`src/pkg/gdcd_pkg.sv`:
```
// Purpose: shared constants and types of the bus command decoder
// Assumes: bytes arrive already accepted by an external acceptor handshake
// Notes: command codes compare on seven bits; the top data line is ignored
package gdcd_pkg;

  // multiline command codes, seven bits
  localparam logic [6:0] CMD_GTL = 7'h01;
  localparam logic [6:0] CMD_SDC = 7'h04;
  localparam logic [6:0] CMD_GET = 7'h08;
  localparam logic [6:0] CMD_LLO = 7'h11;
  localparam logic [6:0] CMD_DCL = 7'h14;
  localparam logic [6:0] CMD_SPE = 7'h18;
  localparam logic [6:0] CMD_SPD = 7'h19;
  localparam logic [6:0] CMD_UNLISTEN = 7'h3F;
  localparam logic [6:0] CMD_UNTALK = 7'h5F;

  // address groups: top two bits of the seven-bit code select the group
  localparam logic [1:0] GRP_LISTEN = 2'h1;
  localparam logic [1:0] GRP_TALK = 2'h2;
  localparam logic [1:0] GRP_SECONDARY = 2'h3;
  localparam int GRP_POS = 5;
  localparam int ADDR_WIDTH = 5;

  // reset values of the interface state
  localparam logic RST_REMOTE = 1'h0;
  localparam logic RST_LOCKOUT = 1'h0;
  localparam logic RST_SPOLL = 1'h0;
  localparam logic RST_SRQ = 1'h0;

  // one-hot class of an accepted byte
  typedef enum logic [13:0] {
    CLS_NONE = 14'h0001,
    CLS_GTL = 14'h0002,
    CLS_SDC = 14'h0004,
    CLS_GET = 14'h0008,
    CLS_LLO = 14'h0010,
    CLS_DCL = 14'h0020,
    CLS_SPE = 14'h0040,
    CLS_SPD = 14'h0080,
    CLS_MLA = 14'h0100,
    CLS_UNL = 14'h0200,
    CLS_MTA = 14'h0400,
    CLS_OTA = 14'h0800,
    CLS_UNT = 14'h1000,
    CLS_DATA = 14'h2000
  } gdcd_cls_t;

  typedef enum logic [1:0] {
    LSN_IDLE = 2'h1,
    LSN_ACTIVE = 2'h2
  } gdcd_lsn_t;

  typedef enum logic [1:0] {
    TLK_IDLE = 2'h1,
    TLK_ACTIVE = 2'h2
  } gdcd_tlk_t;

  // bus lines after sampling, true-high
  typedef struct packed {
    logic atn;
    logic ifc;
    logic ren;
    logic eoi;
    logic strobe;
    logic [7:0] dio;
  } gdcd_bus_t;

  // data byte handed to the command parser
  typedef struct packed {
    logic valid;
    logic last;
    logic [7:0] data;
  } gdcd_rx_t;

  function automatic logic [6:0] cmdCode(input logic [7:0] dio);
    cmdCode = dio[6:0];
  endfunction

endpackage

```
`src/verilog/gdcd_cmd_classify.sv`:
```
// Purpose: classifies one accepted byte against the command table
// Assumes: myAddr is in 0 to 30
// Notes: unlisten and untalk are checked before the address groups
`timescale 1ns/1ns
`default_nettype none
module gdcd_cmd_classify (
  // sampled bus
  input wire gdcd_pkg::gdcd_bus_t bus,
  // own primary address
  input wire logic [4:0] myAddr,
  // class of the byte
  output gdcd_pkg::gdcd_cls_t cls
);

  logic [6:0] code;
  logic [1:0] grp;
  logic [4:0] low;

  always_comb
  begin
    code = gdcd_pkg::cmdCode(bus.dio);
    grp = code[6:gdcd_pkg::GRP_POS];
    low = code[gdcd_pkg::ADDR_WIDTH-1:0];
    cls = gdcd_pkg::CLS_NONE;
    if (!bus.strobe)
      cls = gdcd_pkg::CLS_NONE;
    else if (!bus.atn)
      cls = gdcd_pkg::CLS_DATA;
    else if (code == gdcd_pkg::CMD_UNLISTEN)
      cls = gdcd_pkg::CLS_UNL;
    else if (code == gdcd_pkg::CMD_UNTALK)
      cls = gdcd_pkg::CLS_UNT;
    else if (grp == gdcd_pkg::GRP_LISTEN)
      cls = (low == myAddr) ? gdcd_pkg::CLS_MLA : gdcd_pkg::CLS_NONE;
    else if (grp == gdcd_pkg::GRP_TALK)
      cls = (low == myAddr) ? gdcd_pkg::CLS_MTA : gdcd_pkg::CLS_OTA;
    else if (grp == gdcd_pkg::GRP_SECONDARY)
      cls = gdcd_pkg::CLS_NONE;
    else
    begin
      case (code)
        gdcd_pkg::CMD_GTL: cls = gdcd_pkg::CLS_GTL;
        gdcd_pkg::CMD_SDC: cls = gdcd_pkg::CLS_SDC;
        gdcd_pkg::CMD_GET: cls = gdcd_pkg::CLS_GET;
        gdcd_pkg::CMD_LLO: cls = gdcd_pkg::CLS_LLO;
        gdcd_pkg::CMD_DCL: cls = gdcd_pkg::CLS_DCL;
        gdcd_pkg::CMD_SPE: cls = gdcd_pkg::CLS_SPE;
        gdcd_pkg::CMD_SPD: cls = gdcd_pkg::CLS_SPD;
        default: cls = gdcd_pkg::CLS_NONE;
      endcase
    end
  end

endmodule
`default_nettype wire

```
`src/verilog/gdcd_line_sampler.sv`:
```
// Purpose: registers the low-true bus lines and turns them true-high
// Assumes: pins and strobe are synchronous to core_clk
// Notes: input only; the device never drives the controller's lines
`timescale 1ns/1ns
`default_nettype none
module gdcd_line_sampler (
  // clock and reset
  input wire logic core_clk,
  input wire logic rstn,
  // bus pins, low-true
  input wire logic atnN,
  input wire logic ifcN,
  input wire logic renN,
  input wire logic eoiN,
  input wire logic [7:0] dioN,
  // byte accepted by the acceptor handshake, true-high
  input wire logic byteStrobe,
  // sampled lines
  output gdcd_pkg::gdcd_bus_t bus
);

  always_ff @(posedge core_clk)
  begin
    if (!rstn)
    begin
      bus <= '0;
    end
    else
    begin
      bus.atn <= ~atnN;
      bus.ifc <= ~ifcN;
      bus.ren <= ~renN;
      bus.eoi <= ~eoiN;
      bus.dio <= ~dioN;
      bus.strobe <= byteStrobe;
    end
  end

endmodule
`default_nettype wire

```
`src/verilog/gdcd_top.sv`:
```
// Purpose: device-side decoder of bus commands, addressing and remote state
// Assumes: an external acceptor handshake delivers each byte with byteStrobe
// Notes: parallel poll, take control and secondary addresses are not decoded
// Functional notes
// - assert service request and hold it until a serial poll services it
// - remote enable true moves device to remote; lock panel if configured
// - sender marks the final byte with end-or-identify; receiver detects end
// - interface clear returns talker and listener to idle unaddressed
// - bytes under attention are interface commands, never device data
// - local lockout 0x11 disables local key and panel, no addressing needed
// - device clear 0x14 returns device to default state, unaddressed
// - 0x18 enters serial poll mode, 0x19 leaves; talker then sends status
// - addressed commands act only while addressed to listen
// - selective clear 0x04 acts like device clear when listening
// - go-to-local 0x01 leaves remote when listening; may release lockout
// - group execute trigger 0x08 starts triggered action when listening
// - primary address OR 0x20 is the listen address; makes device listener
// - primary address OR 0x40 is the talk address; makes device talker
// - secondary address bytes 0x60 to 0x7F are ignored
// - unlisten 0x3F drops listener addressing to listener idle
// - untalk 0x5F drops talker addressing to talker idle
// - data bytes with attention false go to the parser when listening
// - parallel poll configure, unconfigure and take control are ignored
// - all bus lines are low-true; invert on sampling and driving
// - bytes move by interlocked handshake outside this block
`timescale 1ns/1ns
`default_nettype none
module gdcd_top (
  // clock and reset
  input wire logic core_clk,
  input wire logic rstn,
  // bus management pins, low-true, receive only
  input wire logic atnN,
  input wire logic ifcN,
  input wire logic renN,
  input wire logic eoiN,
  input wire logic [7:0] dioN,
  // acceptor handshake side
  input wire logic byteStrobe,
  // source handshake side
  input wire logic txLastByte,
  input wire logic statusByteSent,
  // device side controls
  input wire logic [4:0] myAddr,
  input wire logic serviceReq,
  input wire logic lockOnRemote,
  input wire logic gtlReleasesLock,
  // open-drain pins, enable low while driving
  output logic srqOut,
  output logic srqOeN,
  output logic eoiOut,
  output logic eoiOeN,
  // interface state
  output logic listenerActive,
  output logic talkerActive,
  output logic serialPollMode,
  output logic statusByteSel,
  output logic remoteMode,
  output logic localLockout,
  output logic panelLocked,
  // events and data to the instrument
  output logic devClear,
  output logic trigger,
  output gdcd_pkg::gdcd_rx_t rxData
);

  gdcd_pkg::gdcd_bus_t bus;
  gdcd_pkg::gdcd_cls_t cls;
  gdcd_pkg::gdcd_lsn_t lsnState;
  gdcd_pkg::gdcd_tlk_t tlkState;
  logic renPrev;
  logic srqPending;
  logic next_srqPending;
  logic next_remote;
  logic next_lockout;
  logic listening;
  logic talking;
  logic pollServiced;

  // the block has no outputs on attention, clear or remote lines
  gdcd_line_sampler sampler (
    .core_clk(core_clk),
    .rstn(rstn),
    .atnN(atnN),
    .ifcN(ifcN),
    .renN(renN),
    .eoiN(eoiN),
    .dioN(dioN),
    .byteStrobe(byteStrobe), // handshake done upstream
    .bus(bus)
  );

  // classifier masks bit 7 and drops secondary and parallel poll codes
  gdcd_cmd_classify classify (
    .bus(bus),
    .myAddr(myAddr),
    .cls(cls)
  );

  assign listening = (lsnState == gdcd_pkg::LSN_ACTIVE);
  assign talking = (tlkState == gdcd_pkg::TLK_ACTIVE);

  // listener function
  always_ff @(posedge core_clk)
  begin
    if (!rstn)
      lsnState <= gdcd_pkg::LSN_IDLE;
    else if (bus.ifc)
      lsnState <= gdcd_pkg::LSN_IDLE;
    else
    begin
      case (cls)
        gdcd_pkg::CLS_UNL: lsnState <= gdcd_pkg::LSN_IDLE;
        gdcd_pkg::CLS_MLA: lsnState <= gdcd_pkg::LSN_ACTIVE;
        default: lsnState <= lsnState; // talk addresses leave it alone
      endcase
    end
  end

  // talker function
  always_ff @(posedge core_clk)
  begin
    if (!rstn)
      tlkState <= gdcd_pkg::TLK_IDLE;
    else if (bus.ifc)
      tlkState <= gdcd_pkg::TLK_IDLE;
    else
    begin
      case (cls)
        gdcd_pkg::CLS_UNT: tlkState <= gdcd_pkg::TLK_IDLE;
        gdcd_pkg::CLS_OTA: tlkState <= gdcd_pkg::TLK_IDLE;
        gdcd_pkg::CLS_MTA: tlkState <= gdcd_pkg::TLK_ACTIVE;
        default: tlkState <= tlkState;
      endcase
    end
  end

  // serial poll mode
  always_ff @(posedge core_clk)
  begin
    if (!rstn)
      serialPollMode <= gdcd_pkg::RST_SPOLL;
    else if (bus.ifc)
      serialPollMode <= gdcd_pkg::RST_SPOLL;
    else if (cls == gdcd_pkg::CLS_SPE)
      serialPollMode <= 1'h1;
    else if (cls == gdcd_pkg::CLS_SPD)
      serialPollMode <= 1'h0;
  end

  // remote and lockout; dropping remote enable always returns to local
  always_comb
  begin
    next_remote = remoteMode;
    next_lockout = localLockout;
    if (!bus.ren)
    begin
      next_remote = 1'h0;
      next_lockout = 1'h0;
    end
    else
    begin
      if (cls == gdcd_pkg::CLS_GTL && listening)
        next_remote = 1'h0;
      else if (!renPrev || cls == gdcd_pkg::CLS_MLA)
        next_remote = 1'h1;
      if (cls == gdcd_pkg::CLS_LLO)
        next_lockout = 1'h1;
      else if (cls == gdcd_pkg::CLS_GTL && listening && gtlReleasesLock)
        next_lockout = 1'h0;
    end
  end

  always_ff @(posedge core_clk)
  begin
    if (!rstn)
    begin
      renPrev <= 1'h0;
      remoteMode <= gdcd_pkg::RST_REMOTE;
      localLockout <= gdcd_pkg::RST_LOCKOUT;
      panelLocked <= 1'h0;
    end
    else
    begin
      renPrev <= bus.ren;
      remoteMode <= next_remote;
      localLockout <= next_lockout;
      // lockout keeps the panel locked even while back in local
      panelLocked <= next_lockout | (next_remote & lockOnRemote);
    end
  end

  // one-cycle events to the instrument
  always_ff @(posedge core_clk)
  begin
    if (!rstn)
    begin
      devClear <= 1'h0;
      trigger <= 1'h0;
    end
    else
    begin
      devClear <= (cls == gdcd_pkg::CLS_DCL)
        | (cls == gdcd_pkg::CLS_SDC && listening);
      trigger <= (cls == gdcd_pkg::CLS_GET && listening);
    end
  end

  // data bytes never come from command traffic
  always_ff @(posedge core_clk)
  begin
    if (!rstn)
      rxData <= '0;
    else
    begin
      rxData.valid <= (cls == gdcd_pkg::CLS_DATA) && listening;
      if (cls == gdcd_pkg::CLS_DATA && listening)
      begin
        rxData.data <= bus.dio;
        rxData.last <= bus.eoi;
      end
    end
  end

  // service request: new request wins over a clear in the same cycle
  assign pollServiced = statusByteSent && serialPollMode && talking;

  always_comb
  begin
    next_srqPending = srqPending;
    if (serviceReq)
      next_srqPending = 1'h1;
    else if (pollServiced)
      next_srqPending = 1'h0;
  end

  always_ff @(posedge core_clk)
  begin
    if (!rstn)
    begin
      srqPending <= gdcd_pkg::RST_SRQ;
      srqOut <= 1'h0;
      srqOeN <= 1'h1;
    end
    else
    begin
      srqPending <= next_srqPending;
      srqOut <= 1'h0;
      srqOeN <= ~next_srqPending; // low-true drive
    end
  end

  // status outputs and end marker as talker
  always_ff @(posedge core_clk)
  begin
    if (!rstn)
    begin
      listenerActive <= 1'h0;
      talkerActive <= 1'h0;
      statusByteSel <= 1'h0;
      eoiOut <= 1'h0;
      eoiOeN <= 1'h1;
    end
    else
    begin
      listenerActive <= listening;
      talkerActive <= talking;
      statusByteSel <= talking && serialPollMode;
      eoiOut <= 1'h0;
      // status byte is a single byte, so no end marker in serial poll
      eoiOeN <= ~(talking && !serialPollMode && !bus.atn && txLastByte);
    end
  end

  a_ifc_idle_roles: assert property (@(posedge core_clk) disable iff (!rstn)
    bus.ifc |=> !listening && !talking ##1 !listenerActive && !talkerActive)
    else $error("interface clear did not idle talker and listener");

  a_llo_sets_lock: assert property (@(posedge core_clk) disable iff (!rstn)
    (cls == gdcd_pkg::CLS_LLO && bus.ren) |=> localLockout && panelLocked)
    else $error("local lockout not applied");

  a_clear_event: assert property (@(posedge core_clk) disable iff (!rstn)
    (cls == gdcd_pkg::CLS_DCL || (cls == gdcd_pkg::CLS_SDC && listening))
      |=> devClear ##1 (!devClear || $past(cls) == gdcd_pkg::CLS_DCL
        || ($past(cls) == gdcd_pkg::CLS_SDC && $past(listening))))
    else $error("device clear pulse missing or stretched");

  a_spoll_enter: assert property (@(posedge core_clk) disable iff (!rstn)
    (cls == gdcd_pkg::CLS_SPE && !bus.ifc && talking)
      |=> serialPollMode ##1 (statusByteSel || !talking))
    else $error("serial poll enable not taken");

  a_acg_needs_listen: assert property (@(posedge core_clk) disable iff (!rstn)
    (trigger || (devClear && $past(cls) == gdcd_pkg::CLS_SDC)) |-> $past(listening))
    else $error("addressed command acted on while not listening");

  a_gtl_local: assert property (@(posedge core_clk) disable iff (!rstn)
    (cls == gdcd_pkg::CLS_GTL && listening) |=> !remoteMode)
    else $error("go to local did not leave remote");

  a_mla_listen: assert property (@(posedge core_clk) disable iff (!rstn)
    (cls == gdcd_pkg::CLS_MLA && !bus.ifc) |-> ##2 listenerActive)
    else $error("own listen address not taken");

  a_mta_talk: assert property (@(posedge core_clk) disable iff (!rstn)
    (cls == gdcd_pkg::CLS_MTA && !bus.ifc) |=> talking && $stable(lsnState))
    else $error("own talk address not taken");

  a_unl_idle: assert property (@(posedge core_clk) disable iff (!rstn)
    (cls == gdcd_pkg::CLS_UNL) |=> !listening)
    else $error("unlisten did not idle listener");

  a_unt_idle: assert property (@(posedge core_clk) disable iff (!rstn)
    (cls == gdcd_pkg::CLS_UNT) |=> !talking)
    else $error("untalk did not idle talker");

  a_data_pass: assert property (@(posedge core_clk) disable iff (!rstn)
    rxData.valid |-> $past(bus.strobe) && !$past(bus.atn) && $past(listening))
    else $error("data passed under attention or unaddressed");

  a_srq_held: assert property (@(posedge core_clk) disable iff (!rstn)
    (srqPending && !pollServiced) |=> srqPending && !srqOeN)
    else $error("service request dropped before serial poll");

endmodule
`default_nettype wire
```
`config.mk`:
```
export PLATFORM = sky130hd
export DESIGN_NAME = gdcd_top
export DESIGN_NICKNAME = d
export VERILOG_FILES = /design/src/pkg/gdcd_pkg.sv /design/src/verilog/gdcd_cmd_classify.sv /design/src/verilog/gdcd_line_sampler.sv /design/src/verilog/gdcd_top.sv
export SDC_FILE = /design/constraint.sdc
export NUM_CORES = 1
export LEC_CHECK = 0
export BUFFER_PORTS_ARGS = -buffer_cell sky130_fd_sc_hd__buf_2
export CAP_MARGIN = 20
export CORE_ASPECT_RATIO = 0.5
export CORE_MARGIN = 1.5
export CORE_UTILIZATION = 43
export DETAILED_ROUTE_END_ITERATION = 12
export HOLD_SLACK_MARGIN = 0.03
export PLACE_DENSITY = 0.75
export SLEW_MARGIN = 20
export SYNTH_ARGS = -nofsm -noshare
export SYNTH_HDL_FRONTEND = slang
export SYNTH_SLANG_ARGS = --single-unit
```
`constraint.sdc`:
```
create_clock -name core_clk -period 2.65 [get_ports core_clk]
set_input_delay 0.265 -clock core_clk [delete_from_list [all_inputs] [get_ports core_clk]]
set_output_delay 0.265 -clock core_clk [all_outputs]
set_load 0.01 [all_outputs]
```
==> out/metrics.csv <==
metric,value,unit
final setup TNS,0,ps
"Hold Vio Cnt, Final",0,
Startpoint Class,flip-flop,
Ports,48,
class of the worst hold path,in2reg,
CTS clock-pin slew for the worst setup and hold paths,70,ps
LEAKAGE,0.8508,nW
Tmin final,1522,ps
total die area,0.004119,mm2
Synth Area in Simple Gates,28.77,%
Iteration-0 DRC Markers,43,
DRC,0,
largest family of logic cells by synthesized area,simple AND/OR/NAND/NOR gates,
xor/xnor share of the synthesized area,3.284,%
"Cell Area, Synth",0.001600,mm2
Starting Density,45.84,%
Vias/cell,4.739,
CORE AREA,0.003491,mm2
Buffers on Ports,45,
Total Routing Usage GR,15.66,%
Slew headroom,65.55,%
Max-cap violations,0,
antenna fix cells,0,
Yosys Warn Count,0,
Worst Path Buf+Inv,0,
PostCTS Resize Cnt,0,
Worst path max stage delay,490,ps
Setup WS pre-CTS,1135,ps
maximum clock rate,0.6570,GHz
post-synthesis adder-cell area fraction,0,%
"EDFF count, synth",0,
CTS Buffer Depth,2,
Final period util,57.44,%
Post-synth top flop,dfxtp_1,
dpl hpwl,2.233,mm
RSZ-0062 raised after global routing,no,
Crit path required time,2830,ps
Die W,89.28,um
CTS tree,built,
CP endpoint kind,flip-flop,
critical path class,reg2reg,
asr flop ratio synth,0,%
average cell area after synthesis,9.583,um2
Detailed Route WL,3.006,mm
PwrDens,556.6,mW/mm2
wire per inst,11.39,um
largest net degree at the start of global routing,30,
Final GP Congestion,0.8409,
"flops & latches, synth",40,
# H-tree levels,2,
unique cell type count in the Yosys netlist,45,
Post-DRT Antenna Nets,0,
Chip Height,46.14,um
Worst Tran Pin Value,509.6,ps
Critical Path AT,1700,ps
nets,238,
"Seq/Total Area, Yosys",50.04,%
mux share of post-synthesis cell area,0,%
number of post-CTS setup repair buffers,0,
crit-path cells,"nand3_1, or2_1, a2bb2oi_1, and2_2, o221a_1",
endpoints failing setup,0,
worst-path fanout max,8,
CP top delay family,simple AND/OR/NAND/NOR gates,
clock sinks,40,
Num CTS Buffers,5,
total number of vias,1251,
clock skew,1.202,ps
row cnt,15,
"slowest stage cell, crit path",dfxtp_1,
Worst VDD drop,451.8,uV
Setup WS post-layout,1128,ps
"Hold-fix buffers, CTS",0,
TritonRoute pass-1 iters,4,
Slew Limit Fails,0,
vias in the first global route,1079,
GRT overflow,0,
initial antenna violation count,0,
area grow syn2layout,20.33,%
clock latency on the worst-skew pair,280,ps
first-pass GRT wire length,4.650,mm
Root Buffer,clkbuf_8,
layout cells sized above 1,28.17,%
total chip power,1.072,mW
status,completed,
Cells after Synth,167,
post-synthesis compound-gate area fraction,13.92,%
through the flow:
step / area [um2] / utilization [%] / cells / hold slack [ps]
after global placement: 1848 / 52.94 / 257 / 419.9
after global routing: 1926 / 55.16 / 264 / 115.1
final: 1926 / 55.16 / 264 / 127.9
after CTS: 1926 / 55.16 / 264 / 122.6
after detailed placement: 1848 / 52.94 / 257 / 424.3
after floorplan: 1604 / - / 168 / 336.6
cells in the mapped netlist, types with 2 or more instances:
| cell type | number | area share [%] |
|---|---|---|
| o21a_1 | 2 | 0.94 |
| and2_2 | 2 | 0.94 |
| dfxtp_1 | 40 | 50 |
| or2b_1 | 2 | 0.94 |
| inv_1 | 4 | 0.94 |
| a21boi_0 | 9 | 4.2 |
| buf_4 | 3 | 1.4 |
| nand2b_1 | 3 | 1.2 |
| a21oi_1 | 6 | 1.9 |
| nand3_1 | 5 | 1.6 |
| o21ai_0 | 2 | 0.63 |
| nor2b_1 | 15 | 5.9 |
| clkbuf_1 | 3 | 0.70 |
| nor2_1 | 8 | 1.9 |
| nand2_1 | 22 | 5.2 |
| nand4b_1 | 2 | 1.1 |
| xor2_1 | 6 | 3.3 |
| and2_1 | 5 | 2.0 |
| and2b_2 | 2 | 1.1 |
final cells by class:
class,count,area (um2)
inverters,4,15.01
multi-input cells,117,743.2
clock buffers,6,72.57
repair buffers,45,225.2
fillers,351,1565
well taps,51,63.81
flip-flops and latches,40,800.8
clock inverters,1,5.005
per-layer routing:
layer  routed length (um)  GRT usage [%]  up-vias  share of wire (%)
met2                 1307          25.56       23                 43
met1                 1537          19.25      578                 51
met5                    0              0        -                  0
li1                     -              -      648                  -
met4                   21          3.692        0               0.70
met3                  139          7.168        2                4.6
where the power goes:
part,internal (mW),total (mW),switching [mW]
Clock,0.179,0.367,0.189
Sequential,0.615,0.631,0.0152
Combinational,0.0383,0.0739,0.0357
path summary, 6_finish.rpt:
kind | from | to | slack (ps) | cells after the start
worst max-delay path | sampler.bus[1]$_SDFF_PN0_ | devClear$_SDFF_PN0_ | 1130 | 5
worst min-delay path | ifcN | sampler.bus[11]$_SDFF_PN0_ | 130 | 2
worst max register to register | sampler.bus[1]$_SDFF_PN0_ | devClear$_SDFF_PN0_ | 1130 | 5
worst min register to register | sampler.bus[7]$_SDFF_PN0_ | rxData[7]$_SDFFE_PN0P_ | 450 | 2
cells in the final DEF (no fill, tap or decap), types with 3 or more instances in the layout:
cell type   n
a21boi_0    9
a21oi_1     6
and2_1      5
buf_2      45
clkbuf_8    5
dfxtp_1    40
inv_1       4
nand2_1    22
nand2b_1    3
nand3_1     5
nor2_1      8
nor2b_1    15
xor2_1      6
flip-flops by register name, summed over array words and instances, names as in the netlist, 2 cells and up:
register	flops
tlkState	2
rxData	10
sampler.bus	13
lsnState	2
cells by family (layout without fill, tap and decap cells):
kind of cell	after synthesis	after routing
xor+xnor	6	6
other cells	1	2
buf+inv	11	56
compound gates	30	30
flops	40	40
simple gates	79	79
Note: power is estimated with default switching activity, not from simulation.
